### config.mk
export PLATFORM = sky130hd
export DESIGN_NAME = main_clock_source_select
export DESIGN_NICKNAME = d
export VERILOG_FILES = /design/src/rtl/clk_src_pkg.sv /design/src/rtl/main_clock_source_select.sv /design/src/rtl/ref_clk_divider.sv
export SDC_FILE = /design/constraint.sdc
export NUM_CORES = 1
export LEC_CHECK = 0
export BUFFER_PORTS_ARGS = -buffer_cell sky130_fd_sc_hd__buf_2
export CELL_PAD_IN_SITES_DETAIL_PLACEMENT = 0
export CELL_PAD_IN_SITES_GLOBAL_PLACEMENT = 1
export CORE_MARGIN = 1.5
export CORE_UTILIZATION = 44
export DETAILED_ROUTE_END_ITERATION = 12
export PLACE_DENSITY_LB_ADDON = 0.08
export SLEW_MARGIN = 20
export SYNTH_ARGS = -nofsm -noshare
export SYNTH_HDL_FRONTEND = slang
export SYNTH_SLANG_ARGS = --single-unit
### constraint.sdc
create_clock -name CLK_SYS -period 7.3 [get_ports CLK_SYS]
set_input_delay 1.46 -clock CLK_SYS [delete_from_list [all_inputs] [get_ports CLK_SYS]]
set_output_delay 1.46 -clock CLK_SYS [all_outputs]
set_load 0.005 [all_outputs]
### src/rtl/clk_src_pkg.sv
// Shared constants for the main clock source selection block.
package clk_src_pkg;

    // ****************************************
    // Register offsets and reset values
    // ****************************************
    localparam logic [7:0] CLOCK_SOURCE_CONFIG_ADDR = 8'h03;
    localparam logic [7:0] REF_DIVIDER_HIGH_ADDR = 8'h04;
    localparam logic [7:0] REF_DIVIDER_LOW_ADDR = 8'h05;
    localparam logic [7:0] CLOCK_SOURCE_CONFIG_RESET = 8'h00;
    localparam logic [7:0] REF_DIVIDER_HIGH_RESET = 8'h00;
    localparam logic [7:0] REF_DIVIDER_LOW_RESET = 8'h00;
    localparam logic [7:0] UNMAPPED_READ_VALUE = 8'h00;

    // ****************************************
    // Field positions
    // ****************************************
    localparam int SAMPLE_RATE_LSB = 5;
    localparam int SAMPLE_RATE_MSB = 6;
    localparam int LOOP_REF_BIT = 4;
    localparam int LOOP_CLOSED_BIT = 3;
    localparam int MAIN_CLK_MUX_BIT = 2;
    localparam int PRESCALE_LSB = 0;
    localparam int PRESCALE_MSB = 1;
    localparam logic [7:0] CONFIG_WRITE_MASK = 8'h7F;
    localparam logic [7:0] DIV_HIGH_WRITE_MASK = 8'h1F;
    localparam int REF_DIVIDE_WIDTH = 13;

    // ****************************************
    // Sample rates and prescaler terminal counts
    // ****************************************
    localparam logic [5:0] RATE_8_KSPS = 6'h08;
    localparam logic [5:0] RATE_16_KSPS = 6'h10;
    localparam logic [5:0] RATE_32_KSPS = 6'h20;
    localparam logic [5:0] RATE_48_KSPS = 6'h30;
    localparam logic [1:0] PRESCALE_LAST_DIV1 = 2'h0;
    localparam logic [1:0] PRESCALE_LAST_DIV2 = 2'h1;
    localparam logic [1:0] PRESCALE_LAST_DIV4 = 2'h3;

    // Nominal frequency of the low power oscillator, in kHz.
    localparam int LOW_POWER_OSC_KHZ = 24576;

endpackage

### src/rtl/main_clock_source_select.sv
// Main clock source configuration registers and reference selection.
`timescale 1ns/1ps
module main_clock_source_select
    import clk_src_pkg::*;
(
    input wire logic CLK_SYS,
    input wire logic NRST,
    input wire logic [7:0] REG_ADDR,
    input wire logic REG_WR,
    input wire logic [7:0] REG_WDATA,
    output logic [7:0] REG_RDATA,
    input wire logic MAIN_CLK_ACTIVE,
    input wire logic REF_CLK_PIN,
    input wire logic FRAME_SYNC_IN,
    output logic [1:0] SAMPLE_RATE_SEL,
    output logic [5:0] SAMPLE_RATE_KSPS,
    output logic LOOP_REF_SEL,
    output logic LOOP_CLOSED_SEL,
    output logic MAIN_CLK_MUX_SEL,
    output logic [1:0] REF_PRESCALE,
    output logic [12:0] REF_DIVIDE_VALUE,
    output logic OSC_ENABLE,
    output logic OSC_OPEN_LOOP,
    output logic LOOP_ENABLE,
    output logic LEVEL_DETECT_OK,
    output logic DIVIDED_REF_CLK,
    output logic LOOP_REF_PULSE
);

    // ****************************************
    // State
    // ****************************************
    typedef struct packed {
        logic [7:0] config_r;
        logic [4:0] div_high;
        logic [7:0] div_low;
        logic [7:0] rdata;
        logic [1:0] ref_sync;
        logic ref_prev;
        logic [1:0] fs_sync;
        logic fs_prev;
        logic div_out;
        logic loop_ref;
        logic osc_en;
        logic osc_open;
        logic loop_en;
        logic level_ok;
        logic [5:0] ksps;
    } sel_state_t;

    sel_state_t st_reg;
    sel_state_t st_next;
    logic ref_edge;
    logic fs_edge;
    logic div_pulse;

    localparam int SEL_CONFIG = 0;
    localparam int SEL_DIV_HIGH = 1;
    localparam int SEL_DIV_LOW = 2;

    function automatic logic [5:0] rate_ksps(input logic [1:0] code);
        case (code)
            2'h0: rate_ksps = RATE_8_KSPS;
            2'h1: rate_ksps = RATE_16_KSPS;
            2'h2: rate_ksps = RATE_32_KSPS;
            default: rate_ksps = RATE_48_KSPS;
        endcase
    endfunction

    // ****************************************
    // Address decode
    // ****************************************
    // One decode feeds both the write and the read path, so the two cannot disagree.
    function automatic logic [2:0] reg_select(input logic [7:0] addr);
        reg_select = 3'h0;
        case (addr)
            CLOCK_SOURCE_CONFIG_ADDR: reg_select = 3'h1;
            REF_DIVIDER_HIGH_ADDR: reg_select = 3'h2;
            REF_DIVIDER_LOW_ADDR: reg_select = 3'h4;
            default: reg_select = 3'h0;
        endcase
    endfunction

    // ****************************************
    // Synchronised pin edges
    // ****************************************
    // Edges are taken only from the second synchroniser stage.
    // A reference pin already high at reset release shows one extra edge afterwards.
    assign ref_edge = st_reg.ref_sync[1] & ~st_reg.ref_prev;
    assign fs_edge = st_reg.fs_sync[1] & ~st_reg.fs_prev;

    // ****************************************
    // Reference divider
    // ****************************************
    ref_clk_divider #(
        .DIV_WIDTH(REF_DIVIDE_WIDTH)
    ) u_divider (
        .clk(CLK_SYS),
        .nrst(NRST),
        .ref_edge(ref_edge),
        .prescale_code(st_reg.config_r[PRESCALE_MSB:PRESCALE_LSB]),
        .divide_value({st_reg.div_high, st_reg.div_low}),
        .div_pulse(div_pulse)
    );

    // ****************************************
    // Next state
    // ****************************************
    always_comb begin
        logic loop_closed;
        logic mux_vco;
        logic [2:0] sel;
        loop_closed = 1'b0;
        mux_vco = 1'b0;
        sel = reg_select(REG_ADDR);
        st_next = st_reg;
        st_next.ref_sync = {st_reg.ref_sync[0], REF_CLK_PIN};
        st_next.ref_prev = st_reg.ref_sync[1];
        st_next.fs_sync = {st_reg.fs_sync[0], FRAME_SYNC_IN};
        st_next.fs_prev = st_reg.fs_sync[1];

        // ****************************************
        // Register write
        // ****************************************
        // Each byte takes effect on its own write edge; there is no staging latch.
        if (REG_WR) begin
            // Source changes under a running main clock could glitch it.
            if (sel[SEL_CONFIG] && !MAIN_CLK_ACTIVE) begin
                st_next.config_r = REG_WDATA & CONFIG_WRITE_MASK;
            end
            if (sel[SEL_DIV_HIGH]) begin
                st_next.div_high = REG_WDATA[4:0];
            end
            if (sel[SEL_DIV_LOW]) begin
                st_next.div_low = REG_WDATA;
            end
        end

        // ****************************************
        // Register read
        // ****************************************
        // Unmapped addresses read a fixed value, so a stray poll never sees a stale byte.
        st_next.rdata = UNMAPPED_READ_VALUE;
        if (sel[SEL_CONFIG]) begin
            st_next.rdata = st_reg.config_r;
        end
        if (sel[SEL_DIV_HIGH]) begin
            st_next.rdata = {3'h0, st_reg.div_high};
        end
        if (sel[SEL_DIV_LOW]) begin
            st_next.rdata = st_reg.div_low;
        end

        // ****************************************
        // Decoded clock controls
        // ****************************************
        loop_closed = st_next.config_r[LOOP_CLOSED_BIT];
        mux_vco = st_next.config_r[MAIN_CLK_MUX_BIT];
        st_next.ksps = rate_ksps(st_next.config_r[SAMPLE_RATE_MSB:SAMPLE_RATE_LSB]);
        // The VCO runs whenever it clocks the device or the loop is closed.
        st_next.osc_en = mux_vco | loop_closed;
        st_next.osc_open = ~loop_closed;
        st_next.loop_en = loop_closed;
        // Open-loop VCO as main clock needs no external reference at all.
        st_next.level_ok = mux_vco & ~loop_closed;

        // ****************************************
        // Loop reference
        // ****************************************
        st_next.div_out = div_pulse;
        // Frame sync is only a valid reference with the audio port in slave mode.
        if (st_reg.config_r[LOOP_REF_BIT]) begin
            st_next.loop_ref = fs_edge;
        end else begin
            st_next.loop_ref = div_pulse;
        end
    end

    always_ff @(posedge CLK_SYS) begin
        if (!NRST) begin
            st_reg <= '0;
            st_reg.config_r <= CLOCK_SOURCE_CONFIG_RESET;
            st_reg.div_high <= REF_DIVIDER_HIGH_RESET[4:0];
            st_reg.div_low <= REF_DIVIDER_LOW_RESET;
            st_reg.osc_open <= 1'b1;
            // The rate output must match the reset rate code from the first edge on.
            st_reg.ksps <= rate_ksps(CLOCK_SOURCE_CONFIG_RESET[SAMPLE_RATE_MSB:SAMPLE_RATE_LSB]);
        end else begin
            st_reg <= st_next;
        end
    end

    // ****************************************
    // Outputs
    // ****************************************
    assign REG_RDATA = st_reg.rdata;
    assign SAMPLE_RATE_SEL = st_reg.config_r[SAMPLE_RATE_MSB:SAMPLE_RATE_LSB];
    assign SAMPLE_RATE_KSPS = st_reg.ksps;
    assign LOOP_REF_SEL = st_reg.config_r[LOOP_REF_BIT];
    assign LOOP_CLOSED_SEL = st_reg.config_r[LOOP_CLOSED_BIT];
    assign MAIN_CLK_MUX_SEL = st_reg.config_r[MAIN_CLK_MUX_BIT];
    assign REF_PRESCALE = st_reg.config_r[PRESCALE_MSB:PRESCALE_LSB];
    assign REF_DIVIDE_VALUE = {st_reg.div_high, st_reg.div_low};
    assign OSC_ENABLE = st_reg.osc_en;
    assign OSC_OPEN_LOOP = st_reg.osc_open;
    assign LOOP_ENABLE = st_reg.loop_en;
    assign LEVEL_DETECT_OK = st_reg.level_ok;
    assign DIVIDED_REF_CLK = st_reg.div_out;
    assign LOOP_REF_PULSE = st_reg.loop_ref;

endmodule

### src/rtl/ref_clk_divider.sv
// Reference pre-divider followed by the 13-bit reference divider.
`timescale 1ns/1ps
module ref_clk_divider
    import clk_src_pkg::*;
#(
    parameter int DIV_WIDTH = REF_DIVIDE_WIDTH
) (
    input wire logic clk,
    input wire logic nrst,
    input wire logic ref_edge,
    input wire logic [1:0] prescale_code,
    input wire logic [DIV_WIDTH-1:0] divide_value,
    output logic div_pulse
);

    typedef struct packed {
        logic [1:0] pre_cnt;
        logic [DIV_WIDTH-1:0] div_cnt;
        logic pulse;
    } div_state_t;

    div_state_t st_reg;
    div_state_t st_next;
    logic [1:0] pre_last;
    logic [DIV_WIDTH-1:0] div_last;

    always_comb begin
        case (prescale_code)
            2'h0: pre_last = PRESCALE_LAST_DIV1;
            2'h1: pre_last = PRESCALE_LAST_DIV2;
            default: pre_last = PRESCALE_LAST_DIV4;
        endcase
    end

    // A zero value wraps to all ones, giving a ratio of 8192.
    assign div_last = divide_value - {{(DIV_WIDTH-1){1'b0}}, 1'b1};

    always_comb begin
        st_next = st_reg;
        st_next.pulse = 1'b0;
        if (ref_edge) begin
            // A compare by >= lets a shortened ratio restart cleanly instead of wrapping.
            if (st_reg.pre_cnt >= pre_last) begin
                st_next.pre_cnt = 2'h0;
                if (st_reg.div_cnt >= div_last) begin
                    st_next.div_cnt = '0;
                    st_next.pulse = 1'b1;
                end else begin
                    st_next.div_cnt = st_reg.div_cnt + {{(DIV_WIDTH-1){1'b0}}, 1'b1};
                end
            end else begin
                st_next.pre_cnt = st_reg.pre_cnt + 2'h1;
            end
        end
    end

    always_ff @(posedge clk) begin
        if (!nrst) begin
            st_reg <= '0;
        end else begin
            st_reg <= st_next;
        end
    end

    assign div_pulse = st_reg.pulse;

endmodule

After elaboration in Yosys (flattened, before gate mapping):

Cells that the tools add are included.

* bits in registers: 62
* input port bits: 22
* output and inout port bits: 40
* logic and storage cells: 60

* add/sub/neg operators: 3
* order comparisons: 2
* equality and inequality tests: 6
* muxes and demuxes: 14
* bitwise logic cells: 7
* reductions and logical operators: 9

Operators by type and width (count)
* $mux W8: 3
* $mux W20: 1
* $pmux W6 S3: 1
* $eq A8 B3 Y1 const B: 2
* $mux W7: 2
* $add A13 B1 Y13 const B: 1
* $ge A13 B13 Y1: 1
* $mux W13: 1
* $sub A13 B1 Y13 const B: 1
* $pmux W3 S3: 1
* $eq A8 B2 Y1 const B: 1
* $reduce_and A2 Y1: 4
* $mux W5: 1
* $eq A2 B1 Y1 const B: 2
* $logic_not A2 Y1: 2
* $pmux W2 S2: 1
* $and A1 B1 Y1: 3
* $not A1 Y1: 3
* $reduce_and A3 Y1: 1
* $add A2 B1 Y2 const B: 1
* $eq A2 B2 Y1 const B: 1
* $ge A2 B2 Y1: 1
* $mux W1: 2
* $mux W2: 1
* 3 further kinds: 3

Depth between registers and ports, before layout:

* depth after elaboration: 7
* depth in mapped cells: 12
* mapped depth without buffers: 11

Cells and area by module:

From an unflattened synthesis, not the netlist that was laid out.

* cell total of the unflattened synthesis: 341
* area total of the unflattened synthesis: 3057.9 µm²

Modules (own cells, without submodules)
* main_clock_source_select: instances 1, cells each 189, area an instance 1814.2 µm², sequential area each 820.8 µm²
* ref_clk_divider: instances 1, cells each 152, area an instance 1243.7 µm², sequential area each 320.3 µm²

Worst setup path after synthesis:

Ideal clock, no wire load.

* kind: input to register
* start: in REG_ADDR[3]
* end: reg st_reg (netlist bit LOOP_REF_SEL)
* library setup time: 0.116 ns
* arrival: 2.973 ns
* required time: 7.184 ns
* setup slack: 4.211 ns
* cell stages on the path: 7
* buffers on the path: 2
* path through: or4_4 nand4bb_1 buf_6 nor3b_4 buf_6 mux2i_1 nor2b_1

* cells in the longest elaborated chain, start to end: 4
* elaborated cells on any way between the ends: 6
* those cells by class: eq/ne: 3; mux: 1; reduce/logical: 2

RTL lines
* start, declared: RTL line main_clock_source_select.sv:8 `input wire logic [7:0] REG_ADDR,`
* $eq A8 B3 Y1 / $eq A8 B2 Y1 (equally long branches): RTL line main_clock_source_select.sv:76 `case (addr)`
* $pmux W3 S3 (*): RTL line main_clock_source_select.sv:76
* $logic_and A1 B1 Y1 (*): RTL line main_clock_source_select.sv:128 `if (sel[SEL_CONFIG] && !MAIN_CLK_ACTIVE) begin`
* $reduce_and A2 Y1 (no source line) (*)
* end signal, assigned: RTL line main_clock_source_select.sv:189 `st_reg <= st_next;`
* end, declared: RTL line main_clock_source_select.sv:51 `sel_state_t st_reg;`

Mark *: on every way between the ends. The rest lies on a longest branch, timed or not.
A chain may end at the register's enable or synchronous reset.

Worst setup path after layout:

* start: reg st_reg (netlist bit REF_DIVIDE_VALUE[2])
* end: reg u_divider.st_reg[5] (netlist bit)

* cells in the longest elaborated chain, start to end: 3

RTL lines
* $sub A13 B1 Y13: RTL line ref_clk_divider.sv:36 `assign div_last = divide_value - {{(DIV_WIDTH-1){1'b0}}, 1'b1};`
* $ge A13 B13 Y1: RTL line ref_clk_divider.sv:45 `if (st_reg.div_cnt >= div_last) begin`
* $mux W13: RTL line ref_clk_divider.sv:45
* end signal, assigned: RTL line ref_clk_divider.sv:61 `st_reg <= st_next;`
* end, declared: RTL line ref_clk_divider.sv:22 `div_state_t st_reg;`

No other way between the ends.

==> flow_summary.yaml <==
final_layout:
  final_cells: 452
  antenna_cells: 0
  n_fill_cell: 652
  largest_register_ffs: 15
  drive_gt1_share_pct: 21.1
  area_growth_syn_to_layout_pct: 10.7
  fin_nets: 409
synth:
  yosysMostFrequentCell: "dfxtp_1"
  yosysWarnings: 0
  synth_top_area_share_pct: 38.0
  synthArstFlopShare_pct: 0
  synthTopCellsByArea: "dfxtp_1, buf_4, ha_1"
  ys_seq_area_share_pct: 38.0
  synth_area_mm2: 0.00301
  netlist_instances: 341
  yosys_most_used_dff: "dfxtp_1"
  ys_seq_elements: 57
  synth.distinct_cells: 42
  synthTopCellsByCount: "dfxtp_1, nor2_1, buf_4, nand2_1, ha_1"
  avgSynthCellArea_um2: 8.81
  yosys.area.top_type: "dfxtp_1"
  synth_edf_count: 0
global_routing:
  grt_max_degree: 39
  grt_pass1_wl_um: 11100
  grt_usage_pct: 19.8
  first_global_vias: 2174
  grt_overflow: 0
  antenna_found_initial: 0
sta:
  finalCritPeriodShare_pct: 47.6
  drv_slew: 0
  fin_skew_ps: 7.39
  setup_viol: 0
  grt_setup_unrepaired: "false"
  slew_headroom_pct: 34.9
  clock.fmax_mhz: 288
  fin_crit_ps: 3480
  worst_slew_pin_slew_ps: 976
  finalHoldViolCount: 0
  fin_setup_tns_ps: 0
worst_setup_path:
  crit_path_top_delay_cell: "o2111ai_1"
  rrSetupSlack_ps: 3820
  critPathCaptureType: "register"
  crit_path_start: "REF_DIVIDE_VALUE[2]"
  cp_common_cell: "nor3_1"
  r2r_end: "u_divider.st_reg[5]"
  cp_num_cells: 10
  worstPathRequired_ps: 7480
  r2r_cells: 10
  path_cells: "or4_1 -> nor3_1 -> nand2_1 -> nor3_1 -> xnor2_1 -> ha_1 -> nand4_1 -> a311o_1 -> o2111ai_1 -> nor2_1"
  r2r_start: "REF_DIVIDE_VALUE[2]"
  cp_num_buf_inv: 0
  slowest_delay_ps: 800
  critical_path_class: "register to register"
  path_max_fanout: 12
  crit_path_start_kind: "register"
  crit_family: "simple AND/OR/NAND/NOR gates"
  arrival_ps: 3650
pwr:
  power_leakage_nw: 1.48
  irDropWorstVdd_mv: 0.101
  power_density_mw_per_mm2: 202
  total_power_mw: 0.671
die:
  die-area_mm2: 0.00734
  die_h_um: 85.6
  core_area_mm2: 0.00646
  rows: 29
  dieWidth_um: 85.6
  start_util_pct: 46.5
  io_pins: 62
clock_network:
  cts_setup_buffers: 0
  tritoncts: "done"
  cts_root_buf: "clkbuf_8"
  numCtsBuffers: 9
  cts_htree_levels: 3
  clk_path_buf_depth: 2
  post_cts_resized: 0
  worstSkewPairLatency_ps: 330
  holdBufCountCts: 0
  clkTransAtPathRegs_ps: 70
  clkSinkCount: 57
route:
  wl_um: 6700
  via_per_inst: 5.14
  drc: 4
  dr.pass1.iters: 9
  drtAntennaViolNets: 0
  drt_iter0_drc: 107
  via_count: 2325
  drt-wirelength-per-cell_um: 14.8
place:
  gp_congestion: 0.748
  dp_cells: 436
  dp_hpwl_um: 4900
  numPortBuffers: 58
outcome:
  outcome: "finished, violations left"
  violations: "design-rule violations"
flow_run:
  drv_cap: 0
min_path:
  min_to: "st_next[15]"
  worstHoldStart: "st_next[17]"
  hold_path.class: "register to register"
  hold-path-cell-count: 1
-- cell usage in the layout (no fill, tap or decap), types with 10 or more instances in the layout --
cell      Yosys  routed
o21ai_0      16      16
xnor2_1      12      12
nor2b_1      16      16
mux2i_1      12      12
buf_2         2      58
dfxtp_1      57      57
nor2_1       33      33
clkbuf_8      0      10
xor2_1       10      10
nand2_1      29      29
ha_1         17      17
-- worst register-to-register path, delay by kind of cell, from the launching register on --
kind | cells | cell delay (ps)
compound gates | 2 | 1140
simple gates | 6 | 1400
flops | 1 | 370
xor+xnor | 1 | 100
fa+ha+maj | 1 | 320
-- cells by family after synthesis --
kind of cell               count (synthesis)  share of synthesized area (%)
AOI/OAI and AO/OA                         50                           10.9
buffers and inverters                     52                           11.1
DFF                                       57                           38.0
adders and majority gates                 17                           7.08
other                                      1                          0.125
xor gates and xnor gates                  22                           6.41
muxes                                     12                           4.00
and+or+nand+nor                          130                           22.4
-- worst max-delay path by stage --
stage          slack [ps]                  end
3_5_place_dp         3490        OSC_OPEN_LOOP
6_report             3820  u_divider.st_reg[5]
3_3_place_gp         3550        OSC_OPEN_LOOP
2_1_floorplan        4210         LOOP_REF_SEL
5_1_grt              3420  u_divider.st_reg[7]
4_1_cts              3750  u_divider.st_reg[5]
-- routing by layer --
| metal | part of all wire, % | GRT usage (%) |
|---|---|---|
| met5 | 0 | 0 |
| met4 | 0.43 | 9.24 |
| met3 | 5.2 | 4.52 |
| met2 | 42 | 27.5 |
| met1 | 52 | 28.9 |
-- cell type report --
cell class              count  area (µm²)  area share (%)
multi-input cells         234        1540            46.2
flip-flops and latches     57        1140            34.3
repair buffers             59         298            8.95
clock buffers              11         141            4.25
well taps                  77        96.3            2.89
clock inverters             5        78.8            2.37
inverters                   9        33.8            1.02
-- report_power, final --
part | total (mW) | switching, mW | internal (mW)
clock | 0.329 | 0.128 | 0.201
sequential | 0.314 | 0.00108 | 0.313
combinational | 0.0274 | 0.0167 | 0.0108
total | 0.671 | 0.146 | 0.525
-- stage by stage --
| stage | setup slack (ps) | util (%) | hold slack (ps) | area (µm²) |
|---|---|---|---|---|
| final | 3820 | 51.5 | 439 | 3330 |
| after global routing | 3420 | 51.5 | 452 | 3330 |
| after CTS | 3750 | 51.5 | 437 | 3330 |
| after detailed placement | 3490 | 48.1 | 426 | 3110 |
| after global placement | 3550 | 48.1 | 420 | 3110 |
| after floorplan | 4210 | - | 404 | 3010 |
No activity file was read; power rests on OpenSTA's default activity.
